<file path="src/rief_pkg.sv">
// rief_pkg: constants for the counter interrupt enable/flag block
// assumes one 250 MHz system clock; byte-wide registers on a plain port
package rief_pkg;
  localparam int        ADDR_W         = 4;
  localparam int        DATA_W         = 8;
  localparam logic [3:0] OFF_ENABLE_CLR = 4'h6;
  localparam logic [3:0] OFF_ENABLE_SET = 4'h7;
  localparam logic [3:0] OFF_FLAGS      = 4'h8;
  localparam logic [3:0] OFF_STATUS     = 4'ha;
  localparam logic [3:0] OFF_MODE       = 4'hb;
  localparam int        BIT_OVF        = 7;
  localparam int        BIT_SYNC       = 6;
  localparam int        BIT_CMP1       = 1;
  localparam int        BIT_COMPARE_ZERO_HIT       = 0;
  localparam logic [7:0] ENABLE_RESET   = 8'h00;
  localparam logic [7:0] FLAGS_RESET    = 8'h00;
  localparam logic [1:0] MODE_RESET     = 2'h0;
  localparam logic [7:0] MASK_SINGLE    = 8'hc1;
  localparam logic [7:0] MASK_DUAL      = 8'hc3;
  typedef enum logic [1:0] {
    RIEF_COUNT32,
    RIEF_COUNT16,
    RIEF_CALENDAR
  } rief_mode_type;
endpackage : rief_pkg

</file>
<file path="src/rief_irq.sv">
// rief_irq: interrupt enable set/clear and flag registers of a real-time counter
// assumes event and sync inputs are single-cycle pulses already on sys_clk, so they
// pass no synchroniser here; the counter-clock crossing is done upstream
//
// Operation
// writing one to set-enable bit sets that interrupt enable
// writing one to clear-enable bit clears that interrupt enable
// in calendar mode clear-enable bit 0 disables the alarm interrupt
// writing zero to enable or flag bits changes nothing
// interrupt request raised while a flag and its enable are both one
// overflow flag bit 7 set the cycle after a counter overflow
// sync-ready flag set when busy falls, unless from enable or soft reset
// compare flags set the cycle after a compare match in counter modes
// alarm flag bit 0 set the cycle after a calendar alarm match
// writing one to a flag bit clears that flag
// overflow at bit 7, sync-ready bit 6, compare/alarm bits 1 and 0
// enable bits reset to zero
// flag bits reset to zero
// busy status set when synchronisation starts, cleared when it completes
// both enable views read the same enable state
// a flag set and cleared in one cycle ends up set
//
// Added by the designer: the address-and-strobe port.
`timescale 1ns/10ps
module rief_irq
  import rief_pkg::*;
#(
  parameter int ADDR_BITS = rief_pkg::ADDR_W
)
(
  input  wire logic                  sys_clk,
  input  wire logic                  resetn,
  input  wire logic [ADDR_BITS-1:0]  regAddr,
  input  wire logic [7:0]            regWdata,
  input  wire logic                  regWrite,
  input  wire logic                  regRead,
  output logic      [7:0]            regRdata,
  input  wire logic                  counterOverflow,
  input  wire logic [1:0]            compareHit,
  input  wire logic                  alarmZeroHit,
  input  wire logic                  syncStart,
  input  wire logic                  syncDone,
  input  wire logic                  syncCauseEnable,
  output logic                       syncInProgress,
  output logic                       irqOut
);
  import rief_pkg::*;

  initial
  begin
    if (ADDR_BITS < 4) $error("ADDR_BITS must be at least 4");
  end

  // reset release through two flops; assert is async, release is clocked
  // a clocked release keeps every register leaving reset on the same edge,
  // which an unsynchronised release near a clock edge cannot promise
  logic rstMeta_r;
  logic rstSync_r;
  always_ff @(posedge sys_clk or negedge resetn)
  begin
    if (!resetn)
    begin
      rstMeta_r <= 1'b0;
      rstSync_r <= 1'b0;
    end
    else
    begin
      rstMeta_r <= 1'b1;
      rstSync_r <= rstMeta_r;
    end
  end
  wire rstn = rstSync_r;

  // implemented bit mask depends on mode; unused bits read zero
  function automatic logic [7:0] modeMask(input logic [1:0] m);
    modeMask = (m == 2'(RIEF_COUNT16)) ? MASK_DUAL : MASK_SINGLE;
  endfunction : modeMask

  // decode of a write to a given offset
  function automatic logic hitWrite(input logic we, input logic [ADDR_BITS-1:0] a,
                                    input logic [3:0] off);
    hitWrite = we && (a == ADDR_BITS'(off));
  endfunction : hitWrite

  logic [1:0]  mode_r;
  logic [7:0]  enable_r;
  logic [7:0]  enable_nxt;
  logic [7:0]  flags_r;
  logic [7:0]  flags_nxt;
  logic [7:0]  hwSet;
  logic [7:0]  mask;
  logic        busy_r;
  logic        busyPrev_r;
  logic        causeLatched_r;
  logic        syncFall;

  assign mask = modeMask(mode_r);

  // mode selector register; changing it drops only bit 1 of flags and enables when leaving the 16-bit mode, software should flush the rest
  always_ff @(posedge sys_clk or negedge rstn)
  begin
    if (!rstn)
      mode_r <= MODE_RESET;
    else if (hitWrite(regWrite, regAddr, OFF_MODE) && regWdata[1:0] != 2'h3)
      mode_r <= regWdata[1:0];
  end

  // enables: set view ors in ones, clear view masks them out; zeros no effect
  always_comb
  begin
    enable_nxt = enable_r;
    if (hitWrite(regWrite, regAddr, OFF_ENABLE_SET))
      enable_nxt = enable_r | (regWdata & mask);
    if (hitWrite(regWrite, regAddr, OFF_ENABLE_CLR))
      enable_nxt = enable_r & ~regWdata;
  end

  always_ff @(posedge sys_clk or negedge rstn)
  begin
    if (!rstn)
      enable_r <= ENABLE_RESET;
    else
      enable_r <= enable_nxt & mask;
  end

  // busy status: set on start, cleared on completion; start wins a tie
  always_ff @(posedge sys_clk or negedge rstn)
  begin
    if (!rstn)
      busy_r <= 1'b0;
    else if (syncStart)
      busy_r <= 1'b1;
    else if (syncDone)
      busy_r <= 1'b0;
  end

  // remember whether the current sync was launched by enable or soft reset
  always_ff @(posedge sys_clk or negedge rstn)
  begin
    if (!rstn)
    begin
      busyPrev_r     <= 1'b0;
      causeLatched_r <= 1'b0;
    end
    else
    begin
      busyPrev_r <= busy_r;
      if (syncStart)
        causeLatched_r <= syncCauseEnable;
    end
  end

  assign syncFall = busyPrev_r && !busy_r && !causeLatched_r;

  // hardware set vector; events already registered one cycle in the counter domain
  always_comb
  begin
    hwSet           = 8'h00;
    hwSet[BIT_OVF]  = counterOverflow;
    hwSet[BIT_SYNC] = syncFall;
    if (mode_r == 2'(RIEF_CALENDAR))
      hwSet[BIT_COMPARE_ZERO_HIT] = alarmZeroHit;
    else
    begin
      hwSet[BIT_COMPARE_ZERO_HIT] = compareHit[0];
      if (mode_r == 2'(RIEF_COUNT16))
        hwSet[BIT_CMP1] = compareHit[1];
    end
  end

  // flags: write-one clears, hardware set wins over a same-cycle clear
  always_comb
  begin
    flags_nxt = flags_r;
    if (hitWrite(regWrite, regAddr, OFF_FLAGS))
      flags_nxt = flags_r & ~regWdata;
    flags_nxt = (flags_nxt | hwSet) & mask;
  end

  always_ff @(posedge sys_clk or negedge rstn)
  begin
    if (!rstn)
      flags_r <= FLAGS_RESET;
    else
      flags_r <= flags_nxt;
  end

  // level interrupt, combinational from registered state
  assign irqOut         = |(flags_r & enable_r);
  assign syncInProgress = busy_r;

  // read data valid only in the cycle after the strobe, zero otherwise
  always_ff @(posedge sys_clk or negedge rstn)
  begin
    if (!rstn)
      regRdata <= 8'h00;
    else if (regRead)
    begin
      case (regAddr)
        ADDR_BITS'(OFF_ENABLE_CLR): regRdata <= enable_r;
        ADDR_BITS'(OFF_ENABLE_SET): regRdata <= enable_r;
        ADDR_BITS'(OFF_FLAGS):      regRdata <= flags_r;
        ADDR_BITS'(OFF_STATUS):     regRdata <= {busy_r, 7'h00};
        ADDR_BITS'(OFF_MODE):       regRdata <= {6'h00, mode_r};
        default:                    regRdata <= 8'h00;
      endcase
    end
    else
      regRdata <= 8'h00;
  end

  // assertions: all on sys_clk and gated by the synchronised reset, so the
  // two release edges never see half-updated registers

  // a set-enable write makes every written one in an implemented bit visible next cycle
  AST_SET_EN: assert property (@(posedge sys_clk) disable iff (!rstn)
    hitWrite(regWrite, regAddr, OFF_ENABLE_SET)
      |=> ((enable_r & $past(regWdata & mask)) == $past(regWdata & mask)))
    else $error("set-enable write did not set enable");

  // a clear-enable write removes every written one
  AST_CLR_EN: assert property (@(posedge sys_clk) disable iff (!rstn)
    hitWrite(regWrite, regAddr, OFF_ENABLE_CLR) |=> ((enable_r & $past(regWdata)) == 8'h00))
    else $error("clear-enable write did not clear enable");

  // calendar alarm enable goes away on a clear of bit 0
  AST_CAL_ALARM_OFF: assert property (@(posedge sys_clk) disable iff (!rstn)
    (mode_r == 2'(RIEF_CALENDAR)) && hitWrite(regWrite, regAddr, OFF_ENABLE_CLR) && regWdata[0]
      |=> !enable_r[BIT_COMPARE_ZERO_HIT])
    else $error("alarm enable not cleared");

  // zero written to the set view leaves enables alone
  AST_ZERO_NOP: assert property (@(posedge sys_clk) disable iff (!rstn)
    hitWrite(regWrite, regAddr, OFF_ENABLE_SET) && regWdata == 8'h00 && $stable(mode_r)
      |=> $stable(enable_r))
    else $error("zero write changed enables");

  // zero written to the clear view leaves enables alone
  AST_ZERO_CLR_NOP: assert property (@(posedge sys_clk) disable iff (!rstn)
    hitWrite(regWrite, regAddr, OFF_ENABLE_CLR) && regWdata == 8'h00 && $stable(mode_r)
      |=> $stable(enable_r))
    else $error("zero clear write changed enables");

  // zero written to the flags clears none of them
  AST_ZERO_FLAG_NOP: assert property (@(posedge sys_clk) disable iff (!rstn)
    hitWrite(regWrite, regAddr, OFF_FLAGS) && regWdata == 8'h00 && $stable(mode_r)
      |=> ((flags_r & $past(flags_r)) == $past(flags_r)))
    else $error("zero write cleared a flag");

  // interrupt line follows flags and enables
  AST_IRQ: assert property (@(posedge sys_clk) disable iff (!rstn)
    irqOut == |(flags_r & enable_r))
    else $error("interrupt line mismatch");

  // overflow event lands in bit 7 next cycle
  AST_OVF_SET: assert property (@(posedge sys_clk) disable iff (!rstn)
    counterOverflow |=> flags_r[BIT_OVF])
    else $error("overflow flag not set");

  // busy fall not caused by enable or soft reset raises sync-ready
  AST_SYNC_SET: assert property (@(posedge sys_clk) disable iff (!rstn)
    $fell(busy_r) && !causeLatched_r |=> flags_r[BIT_SYNC])
    else $error("sync-ready not raised on busy fall");

  // busy fall from enable or soft reset must not raise sync-ready
  AST_SYNC_QUIET: assert property (@(posedge sys_clk) disable iff (!rstn)
    $fell(busy_r) && causeLatched_r && !flags_r[BIT_SYNC] |=> !flags_r[BIT_SYNC])
    else $error("sync-ready raised by enable sync");

  // compare 0 match sets bit 0 in both counter modes
  AST_CMP_SET: assert property (@(posedge sys_clk) disable iff (!rstn)
    (mode_r != 2'(RIEF_CALENDAR)) && compareHit[0] |=> flags_r[BIT_COMPARE_ZERO_HIT])
    else $error("compare flag not set");

  // compare 1 match sets bit 1 only in the 16-bit mode
  AST_CMP1_SET: assert property (@(posedge sys_clk) disable iff (!rstn)
    (mode_r == 2'(RIEF_COUNT16)) && compareHit[1] |=> flags_r[BIT_CMP1])
    else $error("compare 1 flag not set");

  // calendar alarm match sets bit 0
  AST_ALARM_SET: assert property (@(posedge sys_clk) disable iff (!rstn)
    (mode_r == 2'(RIEF_CALENDAR)) && alarmZeroHit |=> flags_r[BIT_COMPARE_ZERO_HIT])
    else $error("alarm flag not set");

  // write one clears overflow when no new event competes
  AST_FLAG_CLR: assert property (@(posedge sys_clk) disable iff (!rstn)
    hitWrite(regWrite, regAddr, OFF_FLAGS) && regWdata[BIT_OVF] && !counterOverflow
      |=> !flags_r[BIT_OVF])
    else $error("flag not cleared by write one");

  // write one clears bit 0 when no match competes
  AST_FLAG_CLR_LOW: assert property (@(posedge sys_clk) disable iff (!rstn)
    hitWrite(regWrite, regAddr, OFF_FLAGS) && regWdata[BIT_COMPARE_ZERO_HIT] && !compareHit[0]
      && !alarmZeroHit |=> !flags_r[BIT_COMPARE_ZERO_HIT])
    else $error("bit 0 flag not cleared by write one");

  // write one clears sync-ready when no fall competes
  AST_SYNC_CLR: assert property (@(posedge sys_clk) disable iff (!rstn)
    hitWrite(regWrite, regAddr, OFF_FLAGS) && regWdata[BIT_SYNC] && !syncFall
      |=> !flags_r[BIT_SYNC])
    else $error("sync-ready not cleared by write one");

  // bits 5 to 2 never implemented
  AST_LAYOUT: assert property (@(posedge sys_clk) disable iff (!rstn)
    ((flags_r | enable_r) & 8'h3c) == 8'h00)
    else $error("unimplemented bit set");

  // bit 1 exists only in the 16-bit mode once the mode has settled
  AST_LAYOUT_BIT1: assert property (@(posedge sys_clk) disable iff (!rstn)
    (mode_r != 2'(RIEF_COUNT16)) && $stable(mode_r)
      |-> !flags_r[BIT_CMP1] && !enable_r[BIT_CMP1])
    else $error("bit 1 set outside 16-bit mode");

  // busy rises after a start
  AST_BUSY: assert property (@(posedge sys_clk) disable iff (!rstn)
    syncStart |=> busy_r)
    else $error("busy not set on sync start");

  // busy falls after a completion with no new start
  AST_BUSY_CLR: assert property (@(posedge sys_clk) disable iff (!rstn)
    syncDone && !syncStart |=> !busy_r)
    else $error("busy not cleared on sync done");

  // status read returns busy in bit 7
  AST_RD_STATUS: assert property (@(posedge sys_clk) disable iff (!rstn)
    regRead && regAddr == ADDR_BITS'(OFF_STATUS) |=> regRdata == {$past(busy_r), 7'h00})
    else $error("status read mismatch");

  // both enable views read the same enable state
  AST_RD_ENABLE: assert property (@(posedge sys_clk) disable iff (!rstn)
    regRead && (regAddr == ADDR_BITS'(OFF_ENABLE_CLR) || regAddr == ADDR_BITS'(OFF_ENABLE_SET))
      |=> regRdata == $past(enable_r))
    else $error("enable read mismatch");

  // flag read returns the flags of the strobe cycle
  AST_RD_FLAGS: assert property (@(posedge sys_clk) disable iff (!rstn)
    regRead && regAddr == ADDR_BITS'(OFF_FLAGS) |=> regRdata == $past(flags_r))
    else $error("flag read mismatch");

  // read data stand only in the cycle after a strobe
  AST_RD_IDLE: assert property (@(posedge sys_clk) disable iff (!rstn)
    !regRead |=> regRdata == 8'h00)
    else $error("read data not zero when idle");

  // mode value 3 is refused
  AST_MODE_HOLD: assert property (@(posedge sys_clk) disable iff (!rstn)
    hitWrite(regWrite, regAddr, OFF_MODE) && regWdata[1:0] == 2'h3 |=> $stable(mode_r))
    else $error("refused mode value taken");

  // overflow set beats a same-cycle clear
  AST_SET_WINS: assert property (@(posedge sys_clk) disable iff (!rstn)
    counterOverflow && hitWrite(regWrite, regAddr, OFF_FLAGS) |=> flags_r[BIT_OVF])
    else $error("set lost to clear");

  // sync-ready set beats a same-cycle clear
  AST_SET_WINS_SYNC: assert property (@(posedge sys_clk) disable iff (!rstn)
    syncFall && hitWrite(regWrite, regAddr, OFF_FLAGS) |=> flags_r[BIT_SYNC])
    else $error("sync-ready set lost to clear");
endmodule : rief_irq

</file>
<file path="config.mk">
export PLATFORM = sky130hd
export DESIGN_NAME = rief_irq
export DESIGN_NICKNAME = d
export VERILOG_FILES = /design/src/rief_pkg.sv /design/src/rief_irq.sv
export SDC_FILE = /design/constraint.sdc
export NUM_CORES = 1
export LEC_CHECK = 0
export ABC_AREA = 1
export BUFFER_PORTS_ARGS = -buffer_cell sky130_fd_sc_hd__buf_4
export CORE_MARGIN = 2
export CORE_UTILIZATION = 48
export CTS_CLUSTER_DIAMETER = 30
export DETAILED_ROUTE_END_ITERATION = 10
export GPL_ROUTABILITY_DRIVEN = 1
export HOLD_SLACK_MARGIN = 0.05
export PLACE_DENSITY_LB_ADDON = 0.2
export SYNTH_ARGS = -nofsm -noshare
export SYNTH_HDL_FRONTEND = slang
export SYNTH_SLANG_ARGS = --single-unit
</file>
<file path="constraint.sdc">
create_clock -name sys_clk -period 1.6 [get_ports sys_clk]
set_clock_uncertainty 0.2 [all_clocks]
set_input_delay 0.32 -clock sys_clk [delete_from_list [all_inputs] [get_ports sys_clk]]
set_output_delay 0.32 -clock sys_clk [all_outputs]
set_load 0.1 [all_outputs]
</file>
======== After elaboration in Yosys (flattened, before gate mapping) ========
Index checks and enable logic that the tools add are counted.
word-level totals
  input port bits ......................... 23
  flip-flop bits (word level) ............. 31
  logic and storage cells ................. 49
cells by class
  eq/ne operators ......................... 8
  bitwise operators ....................... 9
  reduce and logical (&&, ||, !) cells .... 12
  mux-type cells .......................... 11
operator list
  operator                                                               number
  8-bit AND                                                              6
  8-bit 2-to-1 mux                                                       4
  8-bit one-hot mux with 4 select lines                                  1
  8-bit bitwise OR                                                       2
  4-bit equality test, second input constant                             3
  4-bit by 3-bit equality test with 1-bit output, second input constant  2
  8-bit inverter                                                         1
  8-bit OR reduction                                                     1
  1-bit logical AND                                                      7
  1-bit 2-to-1 mux                                                       5
  2-bit by 1-bit equality test with 1-bit output, second input constant  1
  2-bit equality test, second input constant                             1
  1-bit logical NOT                                                      2
  2-bit 2-to-1 mux                                                       1
  2-bit != test, second input constant                                   1
  2-bit nonzero test                                                     1
  2-bit OR reduction                                                     1

======== Longest topological paths before layout ========
  depth in word-level cells ............... 7
  mapped depth ............................ 7

======== Worst setup path after synthesis ========
Ideal clock, no wire load.
  path kind ............................... flip-flop to output port
  start point ............................. register enable_r[0]
  end point ............................... output irqOut
  setup slack ............................. -0.254 ns
  data arrival time ....................... 1.334 ns
  buffers on the path ..................... 0
  stages on the path, launching flop included .. 3
  data required time ...................... 1.080 ns
  cells stage by stage .................... dfrtp_1 -> nand2_1 -> nand4_1
on the way
  cells in the longest elaborated chain, start to end .. 2
ends and longest elaborated chain
  what                    line             text
  start, declared         rief_irq.sv:86   logic [7:0] enable_r;
  start signal, assigned  rief_irq.sv:123  enable_r <= enable_nxt & mask;
  8-bit AND               rief_irq.sv:189  assign irqOut = |(flags_r & enable_r);
  8-bit OR reduction      rief_irq.sv:189
  end, declared           rief_irq.sv:45   output logic irqOut
No other way between the ends.

======== Worst setup path after layout ========
  start point ............................. register flags_r[0]
  end point ............................... output irqOut
on the way
  cells in the longest elaborated chain, start to end .. 2
ends and longest elaborated chain
  what                    line             text
  start, declared         rief_irq.sv:88   logic [7:0] flags_r;
  start signal, assigned  rief_irq.sv:185  flags_r <= flags_nxt;
  8-bit AND               rief_irq.sv:189
  8-bit OR reduction      rief_irq.sv:189
No other way between the ends.

==> flow_metrics.env <==
export IMPL_status="finished, violations left"
export IMPL_violations="setup timing"
export IMPL_rsz0062_at_grt="true"
export IMPL_setup_slack_ns=-0.0410
export IMPL_fmax_ghz=0.609
export IMPL_ys_seq_area_share_pct=49.9
export IMPL_clockRootBuffer="clkbuf_4"
export IMPL_place_congestion=0.863
export IMPL_grt_util_all_layers_pct=20.5
export IMPL_min_period_ns=1.64
export IMPL_insertion_delay_ns=0.31
export IMPL_die_h_um=48.6
export IMPL_clk_pin_slew_ns=0.10
export IMPL_drtAntennaViolNets=0
export IMPL_nets=190
export IMPL_grt_met2_usage_pct=34.3
export IMPL_power_density_nw_per_um2=849
export IMPL_setup_viol=1
export IMPL_die_w_um=48.6
export IMPL_dieArea_um2=2360
export IMPL_core_um2=1920
export IMPL_initialDrtViolationCount=27
export IMPL_hpwlAfterDp_mm=1.51
export IMPL_max_stage_delay_ns=0.41
export IMPL_synth_cell_type_count=20
export IMPL_cts_path_max_buffers=2
export IMPL_path_cells="nand2_1, nand4_1, buf_8"
export IMPL_required_ns=1.08
export IMPL_mostFrequentLayoutCells="36 x nand2_1, 32 x buf_4, 19 x inv_1, 19 x dfrtp_1, 14 x nand3_1"
export IMPL_grt_util_met1_pct=24.2
export IMPL_ys_seq_elements=19
export IMPL_grt_use_met3_pct=3.70
export IMPL_drive_above_1_share_pct=25.9
export IMPL_start_util_pct=49.6
export IMPL_wl_per_cell_um=11.2
export IMPL_cts_made_buffers=3
export IMPL_ir_worst_vdd_mv=0.627
export IMPL_fin_area_um2=1360
export IMPL_worstPathMaxFanout=2
export IMPL_netlist_area_um2=953
export IMPL_num_io_pins=33
export IMPL_area_growth_pct=42.8
export IMPL_syn_inst=119
export IMPL_syn_avg_cell_area_um2=8.01
export IMPL_final_common_cell="nand2_1"
export IMPL_grt_pass1_wl_mm=3.62
export IMPL_gr_total_overflow=0
export IMPL_maxCapViolCount=0
export IMPL_worstSetupPathType="register to output pin"
export IMPL_drt_wl_total_mm=2.15
export IMPL_fin_crit_sh_pct=103
export IMPL_htreeDepth=1
export IMPL_crit_family="flip-flops"
export IMPL_place_area_um2=1160
export IMPL_worstSetupEndpointType="output pin"
export IMPL_power_leakage_nw=0.736
export IMPL_clock_sinks=19
export IMPL_vias=915
export IMPL_hold_class="input port to register"
export IMPL_crit_buf_inv=1
export IMPL_antenna_found_initial=0
export IMPL_top_usage_layer="met2"
export IMPL_cts_tree="yes"
export IMPL_num_rows=16
export IMPL_slowest_stage="dfrtp_1"
export IMPL_grt_max_degree=12
export IMPL_arrival_ns=1.12
export IMPL_grt_pass1_vias=861
export IMPL_avgViaCountPerCell=4.74
export IMPL_worstSetupStartpointType="register"
export IMPL_total_power_mw=1.16
export IMPL_hold_violations=0
export IMPL_drv_slew=0
export IMPL_diodes=0
export IMPL_portBuffers=24
export IMPL_dr_pass1_iters=4
export IMPL_ys_warn_count=0
export IMPL_route_detailed_drc=0
-- cell usage after synthesis --
cell type	n	area (um^2)
nor2_1	7	26.3
dfrtp_1	19	475
nand2_1	36	135
a21oi_1	3	15.0
nor3_2	1	10.0
a22oi_1	2	15.0
nand3_1	14	70.1
nor3_1	1	5.00
o21ai_2	1	8.76
nand4_1	3	18.8
nor3_4	1	16.3
nor2_4	1	11.3
inv_1	19	71.3
o21ai_0	1	5.00
buf_4	4	30.0
a21boi_1	1	7.51
nand2_4	1	11.3
conb_1	2	7.51
o21bai_1	1	7.51
nor2_2	1	6.26
-- final cells by class --
cell class / count / area [um^2]
fill: 170 / 561
sequential: 19 / 475
clock buffer: 3 / 22.5
timing repair buffer: 44 / 365
clock inverter: 1 / 5.00
inverter: 19 / 71.3
tap: 27 / 33.8
multi-input combinational: 80 / 388
-- worst reg2reg max path: cells and delay by family, from the launching register on --
kind | cells | cell delay, ns
and+or+nand+nor | 3 | 0.27
DFF | 1 | 0.40
buffers and inverters | 2 | 0.18
-- sequential cells by signal, indices dropped and copies added, names as in the netlist --
| signal | count |
|---|---|
| busyPrev_r | 1 |
| causeLatched_r | 1 |
| enable_r | 4 |
| flags_r | 4 |
| mode_r | 2 |
| regRdata | 4 |
| rstMeta_r | 1 |
| rstSync_r | 1 |
| syncInProgress | 1 |
-- report_power, final --
group / internal [mW] / leakage (nW) / switching (mW) / total (mW)
combinational: 0.134 / 0.491 / 0.226 / 0.360
sequential: 0.524 / 0.227 / 0.0257 / 0.549
clock: 0.0935 / 0.0177 / 0.152 / 0.246
-- repair_timing --
item | 4_1_cts | 5_1_grt
pin swaps | 1 | 0
hold endpoints to repair | 17 | 0
resized for setup | 2 | 0
setup buffers | 8 | 0
hold buffers | 11 | 0
gates cloned | 0 | 0
setup endpoints to repair | 1 | 1
-- logic make-up (layout without fill, tap and decap cells) --
kind of cell,count (synthesis),in the layout,synth area share [%]
compound gates,9,9,6.17
buf+inv,23,67,10.6
flops,19,19,49.9
other cells,2,5,0.788
simple gates,66,66,32.5
-- per-layer routing --
| layer | up-vias | wire (um) |
|---|---|---|
| met2 | 41 | 1030 |
| met1 | 410 | 904 |
| li1 | 457 | - |
| met5 | - | 0 |
| met3 | 7 | 149 |
| met4 | 0 | 68 |
-- through the flow --
| stage | hold WS, ns | setup slack, ns | setup TNS [ns] | cells | utilization (%) |
|---|---|---|---|---|---|
| floorplan | -0.176 | -0.254 | -0.254 | 122 | - |
| global placement | -0.0975 | 0.166 | 0 | 170 | 60.2 |
| detailed placement | -0.0970 | 0.138 | 0 | 170 | 60.2 |
| CTS | 0.0631 | -0.0361 | -0.0361 | 193 | 70.8 |
| global route | 0.0766 | -0.0999 | -0.0999 | 193 | 70.8 |
| finish | 0.0660 | -0.0410 | -0.0410 | 193 | 70.8 |
-- final timing paths --
path | end | from | slack (ns) | cells past startpoint
min in group asynchronous | rstMeta_r | resetn | 0.10 | 2
max in group asynchronous | mode_r[1] | rstSync_r | 0.51 | 1
setup reg to reg | regRdata[7] | flags_r[7] | 0.47 | 5
hold reg to reg | rstSync_r | rstMeta_r | 0.17 | 0
hold / removal | mode_r[0] | regWdata[0] | 0.07 | 3
setup / recovery | irqOut | flags_r[0] | -0.04 | 3
Power figures use the tool's default switching activity.
